$ cat src/fpp_host_defines.vh
// Register map, field positions and timing figures of the configuration host.
// Included by the host design; holds definitions only.
`ifndef FPP_HOST_DEFINES_VH
`define FPP_HOST_DEFINES_VH

`define REG_CTRL        4'h0
`define REG_STATUS      4'h4
`define REG_DATA        4'h8

`define CTRL_START      0
`define CTRL_COMPRESS   1
`define CTRL_AUTORST    2
`define CTRL_USEINIT    3
`define CTRL_USERCLK    4
`define CTRL_ABORT      5
`define CTRL_RESET      5'h00

`define DATA_LAST       8

`define ST_BUSY         0
`define ST_USERMODE     1
`define ST_ERROR        2
`define ST_HOLDEMPTY    3
`define ST_NODONE       4
`define ST_STATUSLINE   5
`define ST_CFGDONE      6
`define ST_INITDONE     7
`define ST_STREAMEND    8

`define CLK_PERIOD_PS   5000
`define REQ_LOW_NS      2000
`define ST2CK_NS        2000
`define RESTART_US      100
`define BYTES_COMPRESS  3'h4

`endif

$ cat src/fpp_host.v
// Host controller for a byte-wide fast parallel configuration port.
// Assumes an AXI4-Lite master on ref_clk and open-drain status lines pulled up on the board.
// Functional notes
// RULE_01: Device waits enable delay then 299 user clocks before user mode.
// RULE_02: Device releases configuration-complete one byte before the final byte.
// RULE_03: Initialization-complete floats high early, device pulls it low after option bit.
// RULE_04: Device releases initialization-complete at end of initialization; rise marks user mode.
// RULE_05: Host senses initialization-complete rising edge as entry into user mode.
// RULE_06: Device drops I/O pull-ups and runs pins as design assigns in user mode.
// RULE_07: Host holds byte clock and data bus at fixed levels after configuration.
// RULE_08: Data bus pins become tristated user I/O by default in user mode.
// RULE_09: Byte clock may halt indefinitely; device keeps state during the pause.
// RULE_10: With compression, halt clock only three cycles after last byte latch.
// RULE_11: On resume, host presents next byte before the first rising clock edge.
// RULE_12: Device pulls status low on error and resets itself internally.
// RULE_13: Auto-restart frees status within 100 us; host restarts without request pulse.
// RULE_14: Without auto-restart, host pulses configuration request low at least 2 us.
// RULE_15: Host restarts if stream ends without completion or initialization-complete rising.
// RULE_16: Host keeps user clock toggling while status is low during restart.
// RULE_17: Request low in user mode drives status and completion low; reload follows.
// RULE_18: Chained device drives chain-enable out low; next starts within one clock.
// RULE_19: Shared completion line makes all chained devices enter user mode together.
// RULE_20: Any chained error halts chain; host reconfigures whole chain.
// RULE_21: One decompression/security setting for the whole chain.
// RULE_22: Same-data devices ground chain-enable inputs and load identical bytes together.
// RULE_23: Device captures one byte per byte-clock rise without compression.
// RULE_24: With compression device captures every fourth rise and processes three more.
// RULE_25: Device releases completion line after the next-to-last byte.
// RULE_26: Device ignores byte clock and data while chain-enable input is high.
`timescale 1ns/10ps
`include "fpp_host_defines.vh"
module fpp_host #(
  parameter BYTE_HALF   = 2,
  parameter USER_HALF   = 2,
  parameter RESTART_CYC = 20000,
  parameter DONE_CYC    = 20000
) (
  input  wire        ref_clk,
  input  wire        rstn,
  input  wire [3:0]  awaddr,
  input  wire        awvalid,
  output reg         awready,
  input  wire [31:0] wdata,
  input  wire [3:0]  wstrb,
  input  wire        wvalid,
  output reg         wready,
  output reg  [1:0]  bresp,
  output reg         bvalid,
  input  wire        bready,
  input  wire [3:0]  araddr,
  input  wire        arvalid,
  output reg         arready,
  output reg  [31:0] rdata,
  output reg  [1:0]  rresp,
  output reg         rvalid,
  input  wire        rready,
  output reg         configRequestN,
  input  wire        statusLineN,
  input  wire        configDone,
  input  wire        initDone,
  output reg         configByteClock,
  output reg  [7:0]  configData,
  output reg         userStartupClock
);
  localparam integer REQ_CYC = (`REQ_LOW_NS * 1000 + `CLK_PERIOD_PS - 1) / `CLK_PERIOD_PS;
  localparam integer ST2_CYC = (`ST2CK_NS * 1000 + `CLK_PERIOD_PS - 1) / `CLK_PERIOD_PS;
  localparam [7:0] S_IDLE = 8'h01, S_PULSE = 8'h02, S_WAITST = 8'h04, S_SETUP = 8'h08;
  localparam [7:0] S_LOAD = 8'h10, S_INIT = 8'h20, S_USER = 8'h40, S_ERR = 8'h80;

  // Two-stage synchronisers for the three board lines
  wire [2:0] pinIn = {initDone, configDone, statusLineN};
  wire [2:0] syncBits;
  genvar gi;
  generate
    for (gi = 0; gi < 3; gi = gi + 1) begin : g_sync
      reg meta_q;
      reg sync_q;
      always @(posedge ref_clk or negedge rstn) begin
        if (!rstn) begin
          meta_q <= 1'b0;
          sync_q <= 1'b0;
        end else begin
          meta_q <= pinIn[gi];
          sync_q <= meta_q;
        end
      end
      assign syncBits[gi] = sync_q;
    end
  endgenerate
  wire statusHigh = syncBits[0];
  wire doneHigh   = syncBits[1];
  wire initHigh   = syncBits[2];
  reg  initPrev_q;

  reg [7:0]  state_q;
  reg [4:0]  ctrl_q;
  reg [31:0] timer_q;
  reg        error_q;
  reg        noDone_q;
  reg        holdValid_q;
  reg [7:0]  holdByte_q;
  reg        holdLast_q;
  reg        byteBusy_q;
  reg [2:0]  risesLeft_q;
  reg        lastSent_q;
  reg        streamEnd_q;
  reg [7:0]  byteDiv_q;
  reg [7:0]  userDiv_q;

  // Write decode: a data write waits until the single holding byte is free
  wire wrDataAddr = (awaddr == `REG_DATA);
  wire wrKnown    = (awaddr == `REG_CTRL) || wrDataAddr;
  wire wrTake     = awvalid && wvalid && !awready && !bvalid && !(wrDataAddr && holdValid_q);
  wire ctrlWr     = wrTake && (awaddr == `REG_CTRL) && wstrb[0];
  wire dataWr     = wrTake && wrDataAddr && wstrb[0];
  wire startCmd   = ctrlWr && wdata[`CTRL_START];
  wire abortCmd   = ctrlWr && wdata[`CTRL_ABORT];
  wire tick       = (byteDiv_q == 8'h00);
  wire byteFinish = (state_q == S_LOAD) && tick && configByteClock && byteBusy_q
                    && (risesLeft_q == 3'h0);

  always @(posedge ref_clk or negedge rstn) begin
    if (!rstn) begin
      awready <= 1'b0;
      wready  <= 1'b0;
      bvalid  <= 1'b0;
      bresp   <= 2'h0;
      arready <= 1'b0;
      rvalid  <= 1'b0;
      rresp   <= 2'h0;
      rdata   <= 32'h0000_0000;
    end else begin
      awready <= wrTake;
      wready  <= wrTake;
      if (wrTake) begin
        bvalid <= 1'b1;
        bresp  <= wrKnown ? 2'h0 : 2'h2;
      end else if (bready) begin
        bvalid <= 1'b0;
      end
      arready <= arvalid && !arready && !rvalid;
      if (arvalid && !arready && !rvalid) begin
        rvalid <= 1'b1;
        rresp  <= 2'h0;
        case (araddr)
          `REG_CTRL:   rdata <= {27'h0, ctrl_q};
          `REG_STATUS: rdata <= {23'h0, streamEnd_q, initHigh, doneHigh, statusHigh,
                                 noDone_q, !holdValid_q, error_q, state_q == S_USER,
                                 !(state_q == S_IDLE || state_q == S_USER || state_q == S_ERR)};
          `REG_DATA:   rdata <= {23'h0, holdLast_q, holdByte_q};
          default: begin
            rdata <= 32'h0000_0000;
            rresp <= 2'h2;
          end
        endcase
      end else if (rready) begin
        rvalid <= 1'b0;
      end
    end
  end

  // Holding byte and byte-clock engine
  always @(posedge ref_clk or negedge rstn) begin
    if (!rstn) begin
      ctrl_q          <= `CTRL_RESET;
      holdValid_q     <= 1'b0;
      holdByte_q      <= 8'h00;
      holdLast_q      <= 1'b0;
      byteBusy_q      <= 1'b0;
      risesLeft_q     <= 3'h0;
      lastSent_q      <= 1'b0;
      configByteClock <= 1'b0;
      configData      <= 8'h00;
      byteDiv_q       <= 8'h00;
    end else begin
      if (ctrlWr)
        ctrl_q <= {wdata[`CTRL_USERCLK:`CTRL_COMPRESS], 1'b0};
      byteDiv_q <= tick ? BYTE_HALF[7:0] - 8'h01 : byteDiv_q - 8'h01;
      if (dataWr) begin
        holdValid_q <= 1'b1;
        holdByte_q  <= wdata[7:0];
        holdLast_q  <= wdata[`DATA_LAST];
      end
      if (abortCmd || state_q != S_LOAD) begin
        // Clock parks low and data stays driven outside loading
        configByteClock <= 1'b0;                                            // RULE_07
        byteBusy_q      <= 1'b0;
        risesLeft_q     <= 3'h0;
        if (abortCmd)
          holdValid_q <= 1'b0;
        if (state_q == S_SETUP)
          lastSent_q <= 1'b0;
      end else if (tick) begin
        if (configByteClock) begin
          configByteClock <= 1'b0;
          if (risesLeft_q == 3'h0)
            byteBusy_q <= 1'b0;
        end else if (byteBusy_q && risesLeft_q != 3'h0) begin
          configByteClock <= 1'b1;
          risesLeft_q     <= risesLeft_q - 3'h1;
        end else if (!byteBusy_q && holdValid_q && !lastSent_q) begin
          // Byte set up while clock is low; the rise comes a half period later
          configData  <= holdByte_q;                                         // RULE_11
          byteBusy_q  <= 1'b1;
          // One rise per byte, or four so the device gets three processing edges
          risesLeft_q <= ctrl_q[`CTRL_COMPRESS] ? `BYTES_COMPRESS : 3'h1;  // RULE_24 RULE_10 RULE_21
          holdValid_q <= 1'b0;
          lastSent_q  <= holdLast_q;
        end
        // No byte waiting: clock simply halts low
      end                                                                    // RULE_09
    end
  end

  // Sequencer
  always @(posedge ref_clk or negedge rstn) begin
    if (!rstn) begin
      state_q        <= S_IDLE;
      timer_q        <= 32'h0000_0000;
      configRequestN <= 1'b1;
      error_q        <= 1'b0;
      noDone_q       <= 1'b0;
      streamEnd_q    <= 1'b0;
      initPrev_q     <= 1'b0;
    end else begin
      initPrev_q <= initHigh;
      if (timer_q != 32'h0000_0000)
        timer_q <= timer_q - 32'h0000_0001;
      if (abortCmd) begin
        state_q        <= S_IDLE;
        configRequestN <= 1'b1;
      end else if (startCmd && (state_q == S_IDLE || state_q == S_USER || state_q == S_ERR)) begin
        // Restart and user-mode reload both pulse the request low
        state_q        <= S_PULSE;                                           // RULE_14 RULE_17
        configRequestN <= 1'b0;
        timer_q        <= REQ_CYC;
        error_q        <= 1'b0;
        noDone_q       <= 1'b0;
      end else begin
        case (state_q)
          S_PULSE: begin
            if (timer_q == 32'h0000_0000) begin
              configRequestN <= 1'b1;
              state_q        <= S_WAITST;
            end
          end
          S_WAITST: begin
            if (statusHigh) begin
              state_q <= S_SETUP;
              timer_q <= ST2_CYC;
            end
          end
          S_SETUP: begin
            streamEnd_q <= 1'b0;
            if (timer_q == 32'h0000_0000)
              state_q <= S_LOAD;
          end
          S_LOAD: begin
            if (byteFinish && lastSent_q) begin
              streamEnd_q <= 1'b1;
              timer_q     <= DONE_CYC;
            end
            if (!statusHigh) begin
              // Whole chain halts on a shared status low
              state_q <= S_ERR;                                              // RULE_12 RULE_20
              error_q <= 1'b1;
            end else if (streamEnd_q && doneHigh) begin
              // Completion may already stand before the final byte went out
              state_q <= S_INIT;                                             // RULE_02 RULE_25 RULE_19
              timer_q <= RESTART_CYC;
            end else if (streamEnd_q && timer_q == 32'h0000_0000) begin
              state_q  <= S_ERR;                                             // RULE_15
              error_q  <= 1'b1;
              noDone_q <= 1'b1;
            end
          end
          S_INIT: begin
            if (!statusHigh) begin
              state_q <= S_ERR;
              error_q <= 1'b1;
            end else if (initHigh && !initPrev_q) begin
              state_q <= S_USER;                                             // RULE_05 RULE_04
            end else if (timer_q == 32'h0000_0000) begin
              // Without the init-done pin, the wait itself ends initialization
              state_q  <= ctrl_q[`CTRL_USEINIT] ? S_ERR : S_USER;            // RULE_15 RULE_01
              error_q  <= ctrl_q[`CTRL_USEINIT];
              noDone_q <= ctrl_q[`CTRL_USEINIT];
            end
          end
          S_ERR: begin
            // Released status lets the host reload without a request pulse
            if (ctrl_q[`CTRL_AUTORST] && statusHigh) begin
              state_q <= S_SETUP;                                            // RULE_13 RULE_20
              timer_q <= ST2_CYC;
            end
          end
          default: begin
          end
        endcase
      end
    end
  end

  // Free-running user start-up clock; keeps toggling through status-low restarts
  always @(posedge ref_clk or negedge rstn) begin
    if (!rstn) begin
      userDiv_q        <= 8'h00;
      userStartupClock <= 1'b0;
    end else if (!ctrl_q[`CTRL_USERCLK]) begin
      userDiv_q        <= 8'h00;
      userStartupClock <= 1'b0;
    end else if (userDiv_q == 8'h00) begin
      userDiv_q        <= USER_HALF[7:0] - 8'h01;
      userStartupClock <= !userStartupClock;                                 // RULE_16 RULE_01
    end else begin
      userDiv_q <= userDiv_q - 8'h01;
    end
  end
endmodule

$ cat config.mk
export PLATFORM = sky130hd
export DESIGN_NAME = fpp_host
export DESIGN_NICKNAME = d
export VERILOG_FILES = /design/src/fpp_host.v
export VERILOG_INCLUDE_DIRS = /design/src
export SDC_FILE = /design/constraint.sdc
export NUM_CORES = 1
export LEC_CHECK = 0
export BUFFER_PORTS_ARGS = -buffer_cell sky130_fd_sc_hd__buf_2
export CAP_MARGIN = 20
export CORE_MARGIN = 5
export CORE_UTILIZATION = 45
export CTS_BUF_LIST = sky130_fd_sc_hd__clkbuf_4
export DETAILED_ROUTE_END_ITERATION = 10
export GPL_TIMING_DRIVEN = 0
export PLACE_DENSITY = 0.7
export SLEW_MARGIN = 10
export SYNTH_ARGS = -nofsm -noshare
export SYNTH_HDL_FRONTEND = slang
export SYNTH_SLANG_ARGS = --single-unit
$ cat constraint.sdc
create_clock -name ref_clk -period 2.6 [get_ports ref_clk]
set_input_delay 0.26 -clock ref_clk [delete_from_list [all_inputs] [get_ports ref_clk]]
set_output_delay 0.26 -clock ref_clk [all_outputs]
set_load 0.02 [all_outputs]
==> impl_metrics.yaml <==
hold_path:
  min_path_type: "in2reg"
sta:
  min_period_over_period_pct: 107
  finalMaxSlewViolations: 0
  hold_viol: 0
  holdWs_ns: 0.0571
  skew_ns: 0.0204
  tightest_slew_ns: 0.639
  relSlewSlack_pct: 57.3
  min_period_ns: 2.77
  clock.fmax_ghz: 0.360
  final.setup.worst_slack_ns: -0.174
  rsz0062_at_grt: "true"
  setup_violations: 10
floorplan:
  row_count: 40
  dieArea_mm2: 0.0147
  start_util_pct: 46.1
  die_h_um: 121
  die_x_um: 121
  io_pins: 106
  core_mm2: 0.0121
status:
  violations: "negative setup slack"
  status: "finished with violations"
cts:
  clkLatencyLatePin_ns: 0.47
  cts_buffer_depth: 2
  cts_max_level: 3
  tritoncts: "yes"
  cts-root-buf: "clkbuf_4"
  cts.sinks: 111
  cts_buffers: 9
  clkTransAtPathRegs_ns: 0.16
logic_synthesis:
  netlist_area_mm2: 0.00559
  synth_cell_types: 59
  seq_area_frac_synth_pct: 49.8
  yosys_register_bits: 111
  synth_edf_count: 0
  ys.flop_type: "dfrtp_1"
  synth_area_leaders: "dfrtp_1, nand2_1, nor2_1"
  synth_top_cell_by_area: "dfrtp_1"
  synth_area_per_cell_um2: 9.73
  async_flop_share_pct: 100
  syn_inst: 574
  yosysWarningCount: 0
  yosysTopAreaCellShare_pct: 48.8
grt:
  grt_pass1_vias: 4605
  antenna_found_initial: 0
  overflow: 0
  grt_pass1_wl_mm: 22.1
  grt_usage_pct: 18.6
  grt_max_degree: 68
place:
  portBuffers: 52
  pre_cts_slack_ns: -0.525
  dp_hpwl_mm: 9.39
  placed_cell_area_mm2: 0.00621
  gp_congestion: 0.927
pwr:
  finalPower_uw: 4830
  vdd.ir_drop.worst_uv: 519
  leakage_uw: 0.00326
  power_density_mw_per_mm2: 717
critical_path:
  crit_path_end_kind: "register"
  start_kind: "register"
  path_class: "reg2reg"
  cp.required_ns: 2.97
  max_stage_delay_ns: 0.55
  slowest_stage: "or4_4"
  r2r_slack_ns: -0.17
  cp.arrival_ns: 3.14
  crit_buf_inv: 0
  crit_chain: "or4_4 > or4_4 > or4_4 > a221oi_4 > o22ai_2 > mux2_4"
  cp_max_fo: 5
  cp_top_family: "simple AND/OR/NAND/NOR gates"
  crit_top_cell: "or4_4"
drt:
  dr.pass1.iters: 5
  num_vias: 4570
  vias_per_cell: 5.32
  wl_per_cell_um: 15.4
  drcViolationCount: 0
  drtAntennaViolNets: 0
  top_layer_used: "met4"
  dr.first_iter.drc_count: 293
  route.met2.wl_mm: 6.43
  routed_wl_mm: 13.2
  route.met3.wl_um: 629
  wl_met1_mm: 5.85
cells_and_area:
  synthToLayoutAreaGrowth_pct: 20.6
  drive_above_1_share_pct: 23.2
  antenna_cells: 0
  final_nets: 748
  final_area_mm2: 0.00674
job:
  cap_violations: 0
## final timing paths
kind / endpoint / cells past startpoint / from
max: state_q[4] / 6 / timer_q[16]
min: bvalid / 3 / bready
max reg2reg: state_q[4] / 6 / timer_q[16]
min reg2reg: g_sync[0].sync_q / 0 / g_sync[0].meta_q
max in group asynchronous: timer_q[6] / 3 / rstn
min in group asynchronous: bvalid / 2 / rstn
## layout by cell type (no fill, tap or decap), types with 7 or more instances in the layout
master           n
conb_1          25
nor4_1          12
buf_4           38
o22ai_1          7
o21ai_0         19
nor2b_1          8
buf_2           51
xor2_1          12
nand2b_1         8
xnor2_1         27
ha_1             8
clkbuf_4        13
inv_1           20
nand3_1         11
nor2_1          64
nor3_1          15
dfrtp_1        108
clkbuf_1        10
a21oi_1         17
or3_1            7
mux2_2          15
nand2_1         65
dlygate4sd3_1   14
## worst register-to-register path: cells and delay by family, from the launching register on
family / cells / cell delay (ns)
mux: 1 / 0.31
simple gates: 3 / 1.50
compound gates: 2 / 0.46
flops: 1 / 0.41
## sequential cells by signal, indices dropped and copies added (netlist names), 2 cells and up
| register | count |
|---|---|
| rdata | 9 |
| configData | 8 |
| timer_q | 32 |
| state_q | 8 |
| userDiv_q | 8 |
| byteDiv_q | 8 |
| ctrl_q | 4 |
| risesLeft_q | 3 |
| holdByte_q | 8 |
| g_sync.meta_q | 3 |
| g_sync.sync_q | 2 |
## metal layers
layer / global-route usage [%] / vias to the layer above
met2: 29.9 / 123
met3: 4.48 / 29
met4: 6.72 / 0
met5: 0 / -
met1: 24.4 / 2245
li1: - / 2173
## area by class of cell
cell class                 count  area [µm²]
buffer                        41         275
clock buffer                  11        82.6
clock inverter                 5        80.1
fill                        1109        5370
inverter                      20        75.1
multi-input combinational    422        2690
sequential                   111        2780
tap                          168         210
timing repair buffer          81         543
## cell families (layout without fill, tap and decap cells)
group	Yosys count	count (layout)	synth area share [%]
flops	111	111	49.8
buf+inv	65	158	6.14
xor+xnor	39	39	6.11
simple gates	236	236	20.8
other cells	1	25	0.0671
compound gates	94	94	11.3
mux	20	20	4.01
fa+ha+maj	8	8	1.79
## cell usage after synthesis, types with 2 or more instances
| cell type | instances |
|---|---|
| dfrtp_1 | 109 |
| nand2_1 | 67 |
| nor2_1 | 65 |
| xnor2_1 | 27 |
| buf_4 | 26 |
| o21ai_0 | 21 |
| a21oi_1 | 20 |
| inv_1 | 20 |
| clkbuf_1 | 18 |
| nor4_1 | 18 |
| mux2_2 | 15 |
| nor3_1 | 15 |
| xor2_1 | 12 |
| nand3_1 | 11 |
| nand2b_1 | 9 |
| ha_1 | 8 |
| nor2b_1 | 8 |
| o22ai_1 | 7 |
| or3_1 | 7 |
| nand4_1 | 6 |
| a22o_1 | 5 |
| a31oi_1 | 5 |
| nor3b_1 | 5 |
| a22oi_1 | 4 |
| and2_1 | 4 |
| mux2i_1 | 4 |
| nand3b_1 | 4 |
| nor4b_1 | 4 |
| o21a_1 | 4 |
| or4_1 | 4 |
| a21boi_0 | 3 |
| a21o_1 | 3 |
| nand4b_1 | 3 |
| o2bb2ai_1 | 3 |
| a211oi_1 | 2 |
| and3_1 | 2 |
| dfstp_2 | 2 |
| o211ai_1 | 2 |
| or4_4 | 2 |
## report_power, final
part / internal (µW) / switching, µW / leakage (µW)
Combinational: 749 / 987 / 0.00171
Clock: 413 / 558 / 0.0000851
Sequential: 1930 / 191 / 0.00146
## what timing repair did
action / in CTS / in global routing
resized for setup: 23 / 23
hold endpoints to repair: 58 / 0
hold buffers: 14 / 0
endpoints found under the setup margin: 51 / 41
pin swaps: 7 / 3
buffers inserted: 8 / 3
## stage by stage
step / TNS [ns] / util, % / std cells
2_1_floorplan: -0.500 / - / 598
3_3_place_gp: -37.95 / 50.8 / 818
3_5_place_dp: -20.11 / 51.3 / 821
4_1_cts: -0.729 / 55.0 / 857
5_1_grt: -1.99 / 55.7 / 859
6_report: -0.947 / 55.7 / 859
Note: power is estimated with default switching activity, not from simulation.
